### src/verilog/crg_regs.svh
// How it works
// - enable set: one cpu cycle in N
// - ratio 001 gives one in four
// - peripherals keep full clock while cpu idles
// - oscillators and bandgap stay on in slow mode
// - flash fetches next instruction before active cycle
// - four-phase peripheral clocks never stop
// - disable bit one turns its peripheral off
//
// Purpose: constants for cpu rate and module gating block
// Assumes: avalon byte offsets, 8-bit data in low lane
// Notes:   offsets below are byte addresses
`ifndef CRG_REGS_SVH
`define CRG_REGS_SVH
`define CRG_ADDR_W       4
`define CRG_OFF_RATE     4'h0
`define CRG_OFF_PDIS     4'h4
`define CRG_RATE_EN_BIT  7
`define CRG_RATE_MASK    8'h87
`define CRG_PDIS_MASK    8'hf1
`define CRG_RESET_BYTE   8'h00
`define CRG_PHASES       4
`define CRG_CNT_W        8
`define CRG_RATIO_001    3'h1
`define CRG_ZERO_CNT     8'h00
`endif

### src/verilog/crg_pkg.sv
// Purpose: shared types for cpu rate and gating block
// Assumes: nothing
// Notes:   phase numbering follows q1..q4
package crg_pkg;
    typedef enum logic [1:0] {
        CRG_Q1,
        CRG_Q2,
        CRG_Q3,
        CRG_Q4
    } crg_phase_t;
endpackage : crg_pkg

### src/verilog/crg_phase_gen.sv
// Purpose: free-running four-phase peripheral clock enables
// Assumes: one system clock, sync reset
// Notes:   no gate input at all, so slow mode cannot stop it
`timescale 1ns/1ns
`default_nettype none
`include "crg_regs.svh"
module crg_phase_gen (
    input  wire logic       clk,
    input  wire logic       resetn,
    output logic [3:0]      phase_q,
    output logic            cycle_end
);
    crg_pkg::crg_phase_t st_q;

    always_ff @(posedge clk)
    begin
        if (!resetn)
        begin
            st_q <= crg_pkg::CRG_Q1;
        end
        else
        begin
            case (st_q)
                crg_pkg::CRG_Q1: st_q <= crg_pkg::CRG_Q2;
                crg_pkg::CRG_Q2: st_q <= crg_pkg::CRG_Q3;
                crg_pkg::CRG_Q3: st_q <= crg_pkg::CRG_Q4;
                crg_pkg::CRG_Q4: st_q <= crg_pkg::CRG_Q1;
                default:         st_q <= crg_pkg::CRG_Q1;
            endcase
        end
    end

    always_ff @(posedge clk)
    begin
        if (!resetn)
        begin
            phase_q <= 4'h1;
        end
        else
        begin
            phase_q <= {phase_q[2:0], phase_q[3]};
        end
    end

    assign cycle_end = (st_q == crg_pkg::CRG_Q4);

    a_phase_onehot: assert property (@(posedge clk) disable iff (!resetn)
        $onehot(phase_q))
        else $error("phase clocks not one-hot");
    a_phase_rotate: assert property (@(posedge clk) disable iff (!resetn)
        phase_q[0] |-> ##4 phase_q[0])
        else $error("phase clocks stalled");
endmodule : crg_phase_gen
`default_nettype wire

### src/verilog/crg_top.sv
// Purpose: reduced-rate cpu execution and module disable control
// Assumes: avalon-mm slave, answers in one cycle after request
// Notes:   cpu_run is an enable for the core, not a gated clock
//
// Our own choices: the address map and the Avalon-MM slave port.
`timescale 1ns/1ns
`default_nettype none
`include "crg_regs.svh"
module crg_top (
    input  wire logic                   clk,
    input  wire logic                   resetn,
    input  wire logic [`CRG_ADDR_W-1:0] avs_address,
    input  wire logic                   avs_read,
    input  wire logic                   avs_write,
    input  wire logic [31:0]            avs_writedata,
    input  wire logic [3:0]             avs_byteenable,
    output logic [31:0]                 avs_readdata,
    output logic                        avs_waitrequest,
    output logic                        cpu_run,
    output logic                        flash_fetch,
    output logic [3:0]                  periph_phase,
    output logic                        periph_clk_en,
    output logic                        osc_enable,
    output logic                        bandgap_enable,
    output logic                        serial_port2_off,
    output logic                        serial_port1_off,
    output logic                        sync_serial2_off,
    output logic                        sync_serial1_off,
    output logic                        waveform_gen_off
);
    logic [7:0]            rate_q;
    logic [7:0]            pdis_q;
    logic                  ack_q;
    logic [`CRG_CNT_W-1:0] cnt_q;
    logic                  cyc_end;
    logic                  slow_execute_enable;
    logic [2:0]            ratio_sel;
    logic                  req;
    logic                  wr_lane0;

    // ratio table: 000 -> 1:2, 001 -> 1:4 ... 111 -> 1:256
    function automatic logic [`CRG_CNT_W-1:0] crg_period_m1(
        input logic [2:0] sel);
        logic [8:0] n;
        n = 9'h002 << sel;
        crg_period_m1 = n[7:0] - 8'h01;
    endfunction : crg_period_m1

    crg_phase_gen u_phase (
        .clk       (clk),
        .resetn    (resetn),
        .phase_q   (periph_phase),
        .cycle_end (cyc_end)
    );

    assign req      = (avs_read | avs_write) & ~ack_q;
    // a write lands only at the edge where waitrequest is low
    assign wr_lane0 = avs_write & ack_q & avs_byteenable[0];
    // one wait cycle keeps read data on a registered path
    assign avs_waitrequest = req;

    always_ff @(posedge clk)
    begin
        if (!resetn)
        begin
            ack_q <= 1'b0;
        end
        else
        begin
            ack_q <= req;
        end
    end

    always_ff @(posedge clk)
    begin
        if (!resetn)
        begin
            rate_q <= `CRG_RESET_BYTE;
        end
        else if (wr_lane0 && avs_address == `CRG_OFF_RATE)
        begin
            rate_q <= avs_writedata[7:0] & `CRG_RATE_MASK;
        end
    end

    always_ff @(posedge clk)
    begin
        if (!resetn)
        begin
            pdis_q <= `CRG_RESET_BYTE;
        end
        else if (wr_lane0 && avs_address == `CRG_OFF_PDIS)
        begin
            pdis_q <= avs_writedata[7:0] & `CRG_PDIS_MASK;
        end
    end

    always_ff @(posedge clk)
    begin
        if (!resetn)
        begin
            avs_readdata <= 32'h0000_0000;
        end
        else if (avs_read && !ack_q)
        begin
            case (avs_address)
                `CRG_OFF_RATE: avs_readdata <= {24'h000000, rate_q};
                `CRG_OFF_PDIS: avs_readdata <= {24'h000000, pdis_q};
                default:       avs_readdata <= 32'h0000_0000;
            endcase
        end
    end

    assign slow_execute_enable = rate_q[`CRG_RATE_EN_BIT];
    assign ratio_sel           = rate_q[2:0];

    // counts instruction cycles; zero marks the active one
    always_ff @(posedge clk)
    begin
        if (!resetn)
        begin
            cnt_q <= `CRG_ZERO_CNT;
        end
        else if (!slow_execute_enable)
        begin
            cnt_q <= `CRG_ZERO_CNT;
        end
        else if (cyc_end)
        begin
            if (cnt_q >= crg_period_m1(ratio_sel))
            begin
                cnt_q <= `CRG_ZERO_CNT;
            end
            else
            begin
                cnt_q <= cnt_q + 8'h01;
            end
        end
    end

    assign cpu_run = !slow_execute_enable || (cnt_q == `CRG_ZERO_CNT);
    // fetch during the cycle before the next active one
    assign flash_fetch = !slow_execute_enable ||
        (cnt_q == crg_period_m1(ratio_sel));
    assign periph_clk_en  = 1'b1;
    assign osc_enable     = 1'b1;
    assign bandgap_enable = 1'b1;

    assign serial_port2_off = pdis_q[7];
    assign serial_port1_off = pdis_q[6];
    assign sync_serial2_off = pdis_q[5];
    assign sync_serial1_off = pdis_q[4];
    assign waveform_gen_off = pdis_q[0];

    a_ratio_four: assert property (@(posedge clk) disable iff (!resetn)
        (slow_execute_enable && ratio_sel == `CRG_RATIO_001 && cyc_end &&
         cpu_run && $stable(rate_q)) |-> ##1 !cpu_run [*8])
        else $error("1:4 idle span too short");
    a_run_normal: assert property (@(posedge clk) disable iff (!resetn)
        !slow_execute_enable |-> cpu_run && flash_fetch)
        else $error("cpu throttled while slow mode off");
    a_fetch_before: assert property (@(posedge clk) disable iff (!resetn)
        (slow_execute_enable && flash_fetch && cyc_end && $stable(rate_q))
        |=> cpu_run)
        else $error("fetch not followed by active cycle");
    a_osc_alive: assert property (@(posedge clk) disable iff (!resetn)
        osc_enable && bandgap_enable && periph_clk_en)
        else $error("oscillator or peripheral clock stopped");
    a_pdis_zero: assert property (@(posedge clk) disable iff (!resetn)
        pdis_q[3:1] == 3'h0)
        else $error("reserved disable bits set");
    a_disable_map: assert property (@(posedge clk) disable iff (!resetn)
        (wr_lane0 && avs_address == `CRG_OFF_PDIS) |=>
        serial_port2_off == $past(avs_writedata[7]) &&
        waveform_gen_off == $past(avs_writedata[0]))
        else $error("disable bit not applied");
    a_ack_one: assert property (@(posedge clk) disable iff (!resetn)
        req |=> !avs_waitrequest)
        else $error("bus answer late");
    a_reset_zero: assert property (@(posedge clk)
        !resetn |=> pdis_q == 8'h00)
        else $error("disable register not reset");
endmodule : crg_top
`default_nettype wire

### config.mk
export PLATFORM = sky130hd
export DESIGN_NAME = crg_top
export DESIGN_NICKNAME = d
export VERILOG_FILES = /design/src/verilog/crg_pkg.sv /design/src/verilog/crg_phase_gen.sv /design/src/verilog/crg_top.sv
export VERILOG_INCLUDE_DIRS = /design/src /design/src/verilog
export SDC_FILE = /design/constraint.sdc
export NUM_CORES = 1
export LEC_CHECK = 0
export BUFFER_PORTS_ARGS = -buffer_cell sky130_fd_sc_hd__buf_2
export CAP_MARGIN = 0
export CORE_ASPECT_RATIO = 0.8
export CORE_UTILIZATION = 49
export DETAILED_ROUTE_END_ITERATION = 10
export PLACE_DENSITY = 0.9
export SLEW_MARGIN = 10
export SYNTH_ARGS = -nofsm -noshare
export SYNTH_HDL_FRONTEND = slang
export SYNTH_SLANG_ARGS = --single-unit
### constraint.sdc
create_clock -name clk -period 5.3 [get_ports clk]
set_clock_uncertainty 0.05 [all_clocks]
set_input_delay 0.53 -clock clk [delete_from_list [all_inputs] [get_ports clk]]
set_output_delay 0.53 -clock clk [all_outputs]
set_load 0.05 [all_outputs]
# Yosys cells after proc, flatten, opt, wreduce, memory -nomap -nowiden
# Index checks and enable logic that the tools add are counted.
word_totals:
  input_bits: 44
  output_inout_bits: 47
  wordCells: 35
  ff_bits: 56
classes:
  n_addsub: 2
  bitwise: 5
  mux: 3
  n_eq_ne: 5
  magnitude_cmp: 1
  shift: 1
  reduce_logical: 11
op_table:
  columns: ["op", "n"]
  rows:
  - ["8-bit one-hot mux with 2 select lines", 1]
  - ["8-bit by 1-bit adder with 8-bit output (second input constant)", 1]
  - ["8-bit == test", 1]
  - ["8-bit >= comparator", 1]
  - ["8-bit logical NOT", 1]
  - ["8-bit two-way mux", 1]
  - ["2-bit one-hot mux with 4 select lines", 1]
  - ["2-bit by 3-bit << shifter with 8-bit output (first input constant)", 1]
  - ["8-bit by 1-bit subtractor with 8-bit output (second input constant)", 1]
  - ["2-bit == test (second input constant)", 2]
  - ["4-bit by 3-bit == test with 1-bit output (second input constant)", 1]
  - ["4-bit logical NOT", 1]
  - ["1-bit bitwise AND", 3]
  - ["1-bit logical AND", 3]
  - ["2-bit by 1-bit == test with 1-bit output (second input constant)", 1]
  - ["1-bit logical NOT", 2]
  - ["2-bit logical NOT", 1]
  - ["1-bit logical OR", 2]
  - ["2-bit AND reduction", 1]
  - ["1-bit inverter", 1]
  - ["1-bit bitwise OR", 1]

# Depth between registers and ports, before layout
depth:
  depth_word: 4
  ltp_mapped: 13
  mapped_depth_nobuf: 11

# Modules after synthesis
# A second synthesis with hierarchy kept.
unflattened:
  cells_unflattened: 197
  area_unflattened_um2: 1776.7
by_module_without_submodules:
  columns: ["mod", "seq_area_each_um2", "area_per_inst_um2", "cells_each", "n_inst"]
  rows:
  - ["crg_top", 500.5, 1572.8, 180, 1]
  - ["crg_phase_gen", 120.1, 203.9, 17, 1]

# Least setup slack after synthesis
# Ideal clock, no wire load.
synth_path:
  path_kind: "reg-to-output"
  start: "register rate_q[0]"
  end: "output port flash_fetch"
  path_slack_ns: 1.731
  stages_incl_launch_ff: 11
  t_arrival_ns: 2.989
  n_path_buf: 2
  required_time_ns: 4.720
  path_cell_list: "dfxtp_1 -> clkbuf_1 -> or3_1 -> ha_1 -> buf_1 -> nor3_1 -> a21o_1 -> a21oi_1 -> ha_1 -> nand4_1 -> o21ai_0"
synth_between:
  elab_chain_cells: 4
synth_lines:
  columns: ["element", "line_no", "source"]
  rows:
  - ["from (decl)", "crg_top.sv:31", "logic [7:0] rate_q;"]
  - ["from (signal assigned)", "crg_top.sv:78", "rate_q <= `CRG_RESET_BYTE;"]
  - ["from (signal assigned)", "crg_top.sv:82", "rate_q <= avs_writedata[7:0] & `CRG_RATE_MASK;"]
  - ["2-bit by 3-bit << shifter with 8-bit output", "crg_top.sv:45", "n = 9'h002 << sel;"]
  - ["8-bit by 1-bit subtractor with 8-bit output", "crg_top.sv:46", "crg_period_m1 = n[7:0] - 8'h01;"]
  - ["8-bit == test", "crg_top.sv:144", "(cnt_q == crg_period_m1(ratio_sel));"]
  - ["1-bit logical OR", "crg_top.sv:143", "assign flash_fetch = !slow_execute_enable ||"]
  - ["to (decl)", "crg_top.sv:20", "output logic flash_fetch,"]
# No other way between the ends.

# Final worst setup path
# Ends and elaborated chain as after synthesis.

==> out/metrics.yaml <==
status:
  status: "finished with violations"
  violations: "design-rule violations"
synthesis:
  synthCells: 199
  avgSynthCellArea_um2: 8.93
  synth_edf_count: 0
  synth_async_sr_flop_share_pct: 0
  synth_top_area_share_pct: 34.9
  yosysTopAreaCell: "dfxtp_1"
  ys_warn_count: 0
  ys_types: 36
  ys.flop_type: "dfxtp_1"
  synth-seq-cells: 31
  ys_top_cells_by_area: "dfxtp_1 (35%), buf_4 (12%), ha_1 (9.1%)"
  syn_area_um2: 1780
  ys_seq_area_share_pct: 34.9
sta:
  final-hold-violation-count: 0
  finalCritPeriodShare_pct: 62.6
  slew_viol_final: 0
  rsz0062_at_grt: "false"
  fin_tns_setup_ns: 0
  fmax_mhz: 302
  period_minus_slack_ns: 3.32
  setup_viol: 0
setup_path:
  crit_required_ns: 4.72
  end_kind: "primary output"
  crit_chain: "or3_1 > ha_1 > nor3_1 > a21o_1 > a21oi_1 > ha_1 > nand4_1 > o21ai_0 > buf_2"
  slowest_stage: "or3_1"
  crit_family: "simple AND/OR/NAND/NOR gates"
  critPathMaxStageDelay_ns: 0.44
  path_common_cell: "ha_1"
  cp_max_fo: 8
  crit_buf_inv: 1
  arrival_ns: 2.74
  startpoint_type: "flop"
  setup.worst_path.class: "flop to primary output"
routing:
  viasPerCell: 5.05
  drcViolationCount: 2
  vias: 1368
  wl_per_cell_um: 11.9
  ant_nets: 0
  firstDrtPassIters: 7
  wirelength_um: 3210
  drt_first_iter_violations: 44
clock_network:
  cts_sinks: 31
  clk_pin_slew_ns: 0.07
  cts_buffers: 5
  htree_levels: 2
  cts_tree: "done"
  hold_buffers: 0
  post_cts_buffers: 0
  cts.path.max_buffers: 2
  cts_resized: 0
  clk-insertion-delay-late_ns: 0.29
  cts_root_buffer: "clkbuf_8"
global_route:
  grt_max_degree: 25
  grt_pass1_wl_um: 5430
  grtUsageTotal_pct: 17.7
  grt-ovfl-total: 0
  grt_pass1_vias: 1240
  antenna_found_initial: 0
pwr:
  power_density_nw_per_um2: 276
  swShare_pct: 31.6
  p_comb_share_pct: 18.7
  leakage_nw: 0.836
  power.internal_mw: 0.364
  p_clk_share_pct: 35.1
  seq_power_share_pct: 46.2
  irDropWorstVdd_uv: 177
  fin_total_pwr_mw: 0.532
  p_sw_mw: 0.168
flow_run:
  drv_cap: 0
placed_design:
  place_area_um2: 1840
  routabilityCongestion: 0.765
  hpwl_um: 2460
  port_buffers: 34
floorplan:
  io_pins: 91
  rows: 19
  core_area_um2: 3450
  die_w_um: 69.3
  start_util_pct: 51.6
  die_h_um: 55.9
  die_area_um2: 3870
finish:
  fill_cells: 307
  final_nets: 286
  final_cell_area_um2: 1930
  drive_above_1_share_pct: 19.2
  area_growth_pct: 8.52
  diodes: 0
  post-route-util_pct: 56.0
hold_path:
  hold_path_class: "flop to flop"
[synth_stat cells, types with 2 or more instances]
master,count
dfxtp_1,31
buf_4,29
nor2_1,17
ha_1,13
nand2_1,13
mux2i_1,10
nor2b_1,10
inv_1,9
a21boi_0,5
a21oi_1,5
and2_1,5
clkbuf_1,5
nand3_1,5
xnor2_1,5
nand4_1,4
o21ai_0,4
xor2_1,4
nor3_1,3
a221oi_1,2
and4_1,2
conb_1,2
nand2b_1,2
[layer usage]
metal	wire [um]	part of all wire (%)	global-route usage, %
met2	1500	47	28.3
met3	195	6.1	4.71
met5	0	0	0
met4	70	2.2	9.91
met1	1440	45	21.7
[final timing paths]
kind	from	endpoint	slack, ns	cells past startpoint
worst min register to register	u_phase.phase_q[3]$_SDFF_PN0_	u_phase.phase_q[0]$_SDFF_PN1_	0.40	1
worst min-delay path	u_phase.phase_q[3]$_SDFF_PN0_	u_phase.phase_q[0]$_SDFF_PN1_	0.40	1
worst max register to register	rate_q[0]$_SDFFE_PN0P_	cnt_q[5]$_SDFFE_PN0N_	2.56	10
worst max-delay path	rate_q[0]$_SDFFE_PN0P_	flash_fetch	1.98	9
[power by group through the flow]
stage               Clock, mW  Sequential (mW)  Combinational (mW)
floorplan                   0            0.260              0.0873
global placement            0            0.251              0.0947
detailed placement          0            0.251              0.0978
CTS                     0.186            0.246               0.101
global route            0.196            0.247               0.107
finish                  0.187            0.246              0.0993
[logic make-up (layout without fill, tap and decap cells)]
kind of cell,count (synthesis),count (layout),share of synthesized area (%)
compound gates,22,22,8.52
xor+xnor,9,9,4.43
fa+ha+maj,13,13,9.15
buf+inv,47,51,16.5
flops,31,31,34.9
mux,10,10,5.63
other cells,2,28,0.422
simple gates,65,65,20.4
[worst reg2reg max path: stages, from the launching register on]
cell	delay, ns
dfxtp_1	0.40
or3_1	0.45
ha_1	0.29
nor3_1	0.18
a21o_1	0.11
a21oi_1	0.07
ha_1	0.30
a21oi_1	0.12
o21ai_0	0.09
a221o_1	0.47
nor2_1	0.15
[sequential cells by signal, indices dropped and copies added (netlist names)]
register         count
cnt_q                8
avs_readdata         7
pdis_q               5
rate_q               4
u_phase.phase_q      4
u_phase.st_q         2
ack_q                1
[area by class of cell]
type,instances,area [um2],share of cell area [%]
multi-input combinational,147,961,49.8
timing repair buffer,34,170,8.82
clock inverter,1,5.00,0.259
clock buffer,6,82.6,4.28
inverter,10,37.5,1.95
sequential,31,621,32.2
tap,42,52.6,2.72
[through the flow]
step	hold WS, ns	setup slack (ns)	std cells
floorplan	0.464	1.73	225
global placement	0.373	2.40	264
detailed placement	0.382	2.33	264
CTS	0.409	2.02	271
global route	0.415	1.90	271
finish	0.400	1.98	271
[layout by cell type (no fill, tap or decap)]
cell type,count
buf_2,34
dfxtp_1,31
conb_1,28
nor2_1,17
nand2_1,13
ha_1,13
mux2i_1,10
nor2b_1,10
inv_1,9
clkbuf_8,6
xnor2_1,5
a21oi_1,5
nand3_1,5
a21boi_0,5
and2_1,5
xor2_1,4
nand4_1,4
o21ai_0,4
nor3_1,3
and4_1,2
nand2b_1,2
a221oi_1,2
or3_1,1
inv_2,1
a21o_1,1
o211a_1,1
or4b_1,1
o41ai_1,1
o211ai_1,1
a221o_1,1
o21a_1,1
nor4b_4,1
nor4_4,1
clkinv_2,1
(Power assumes the default switching activity.)
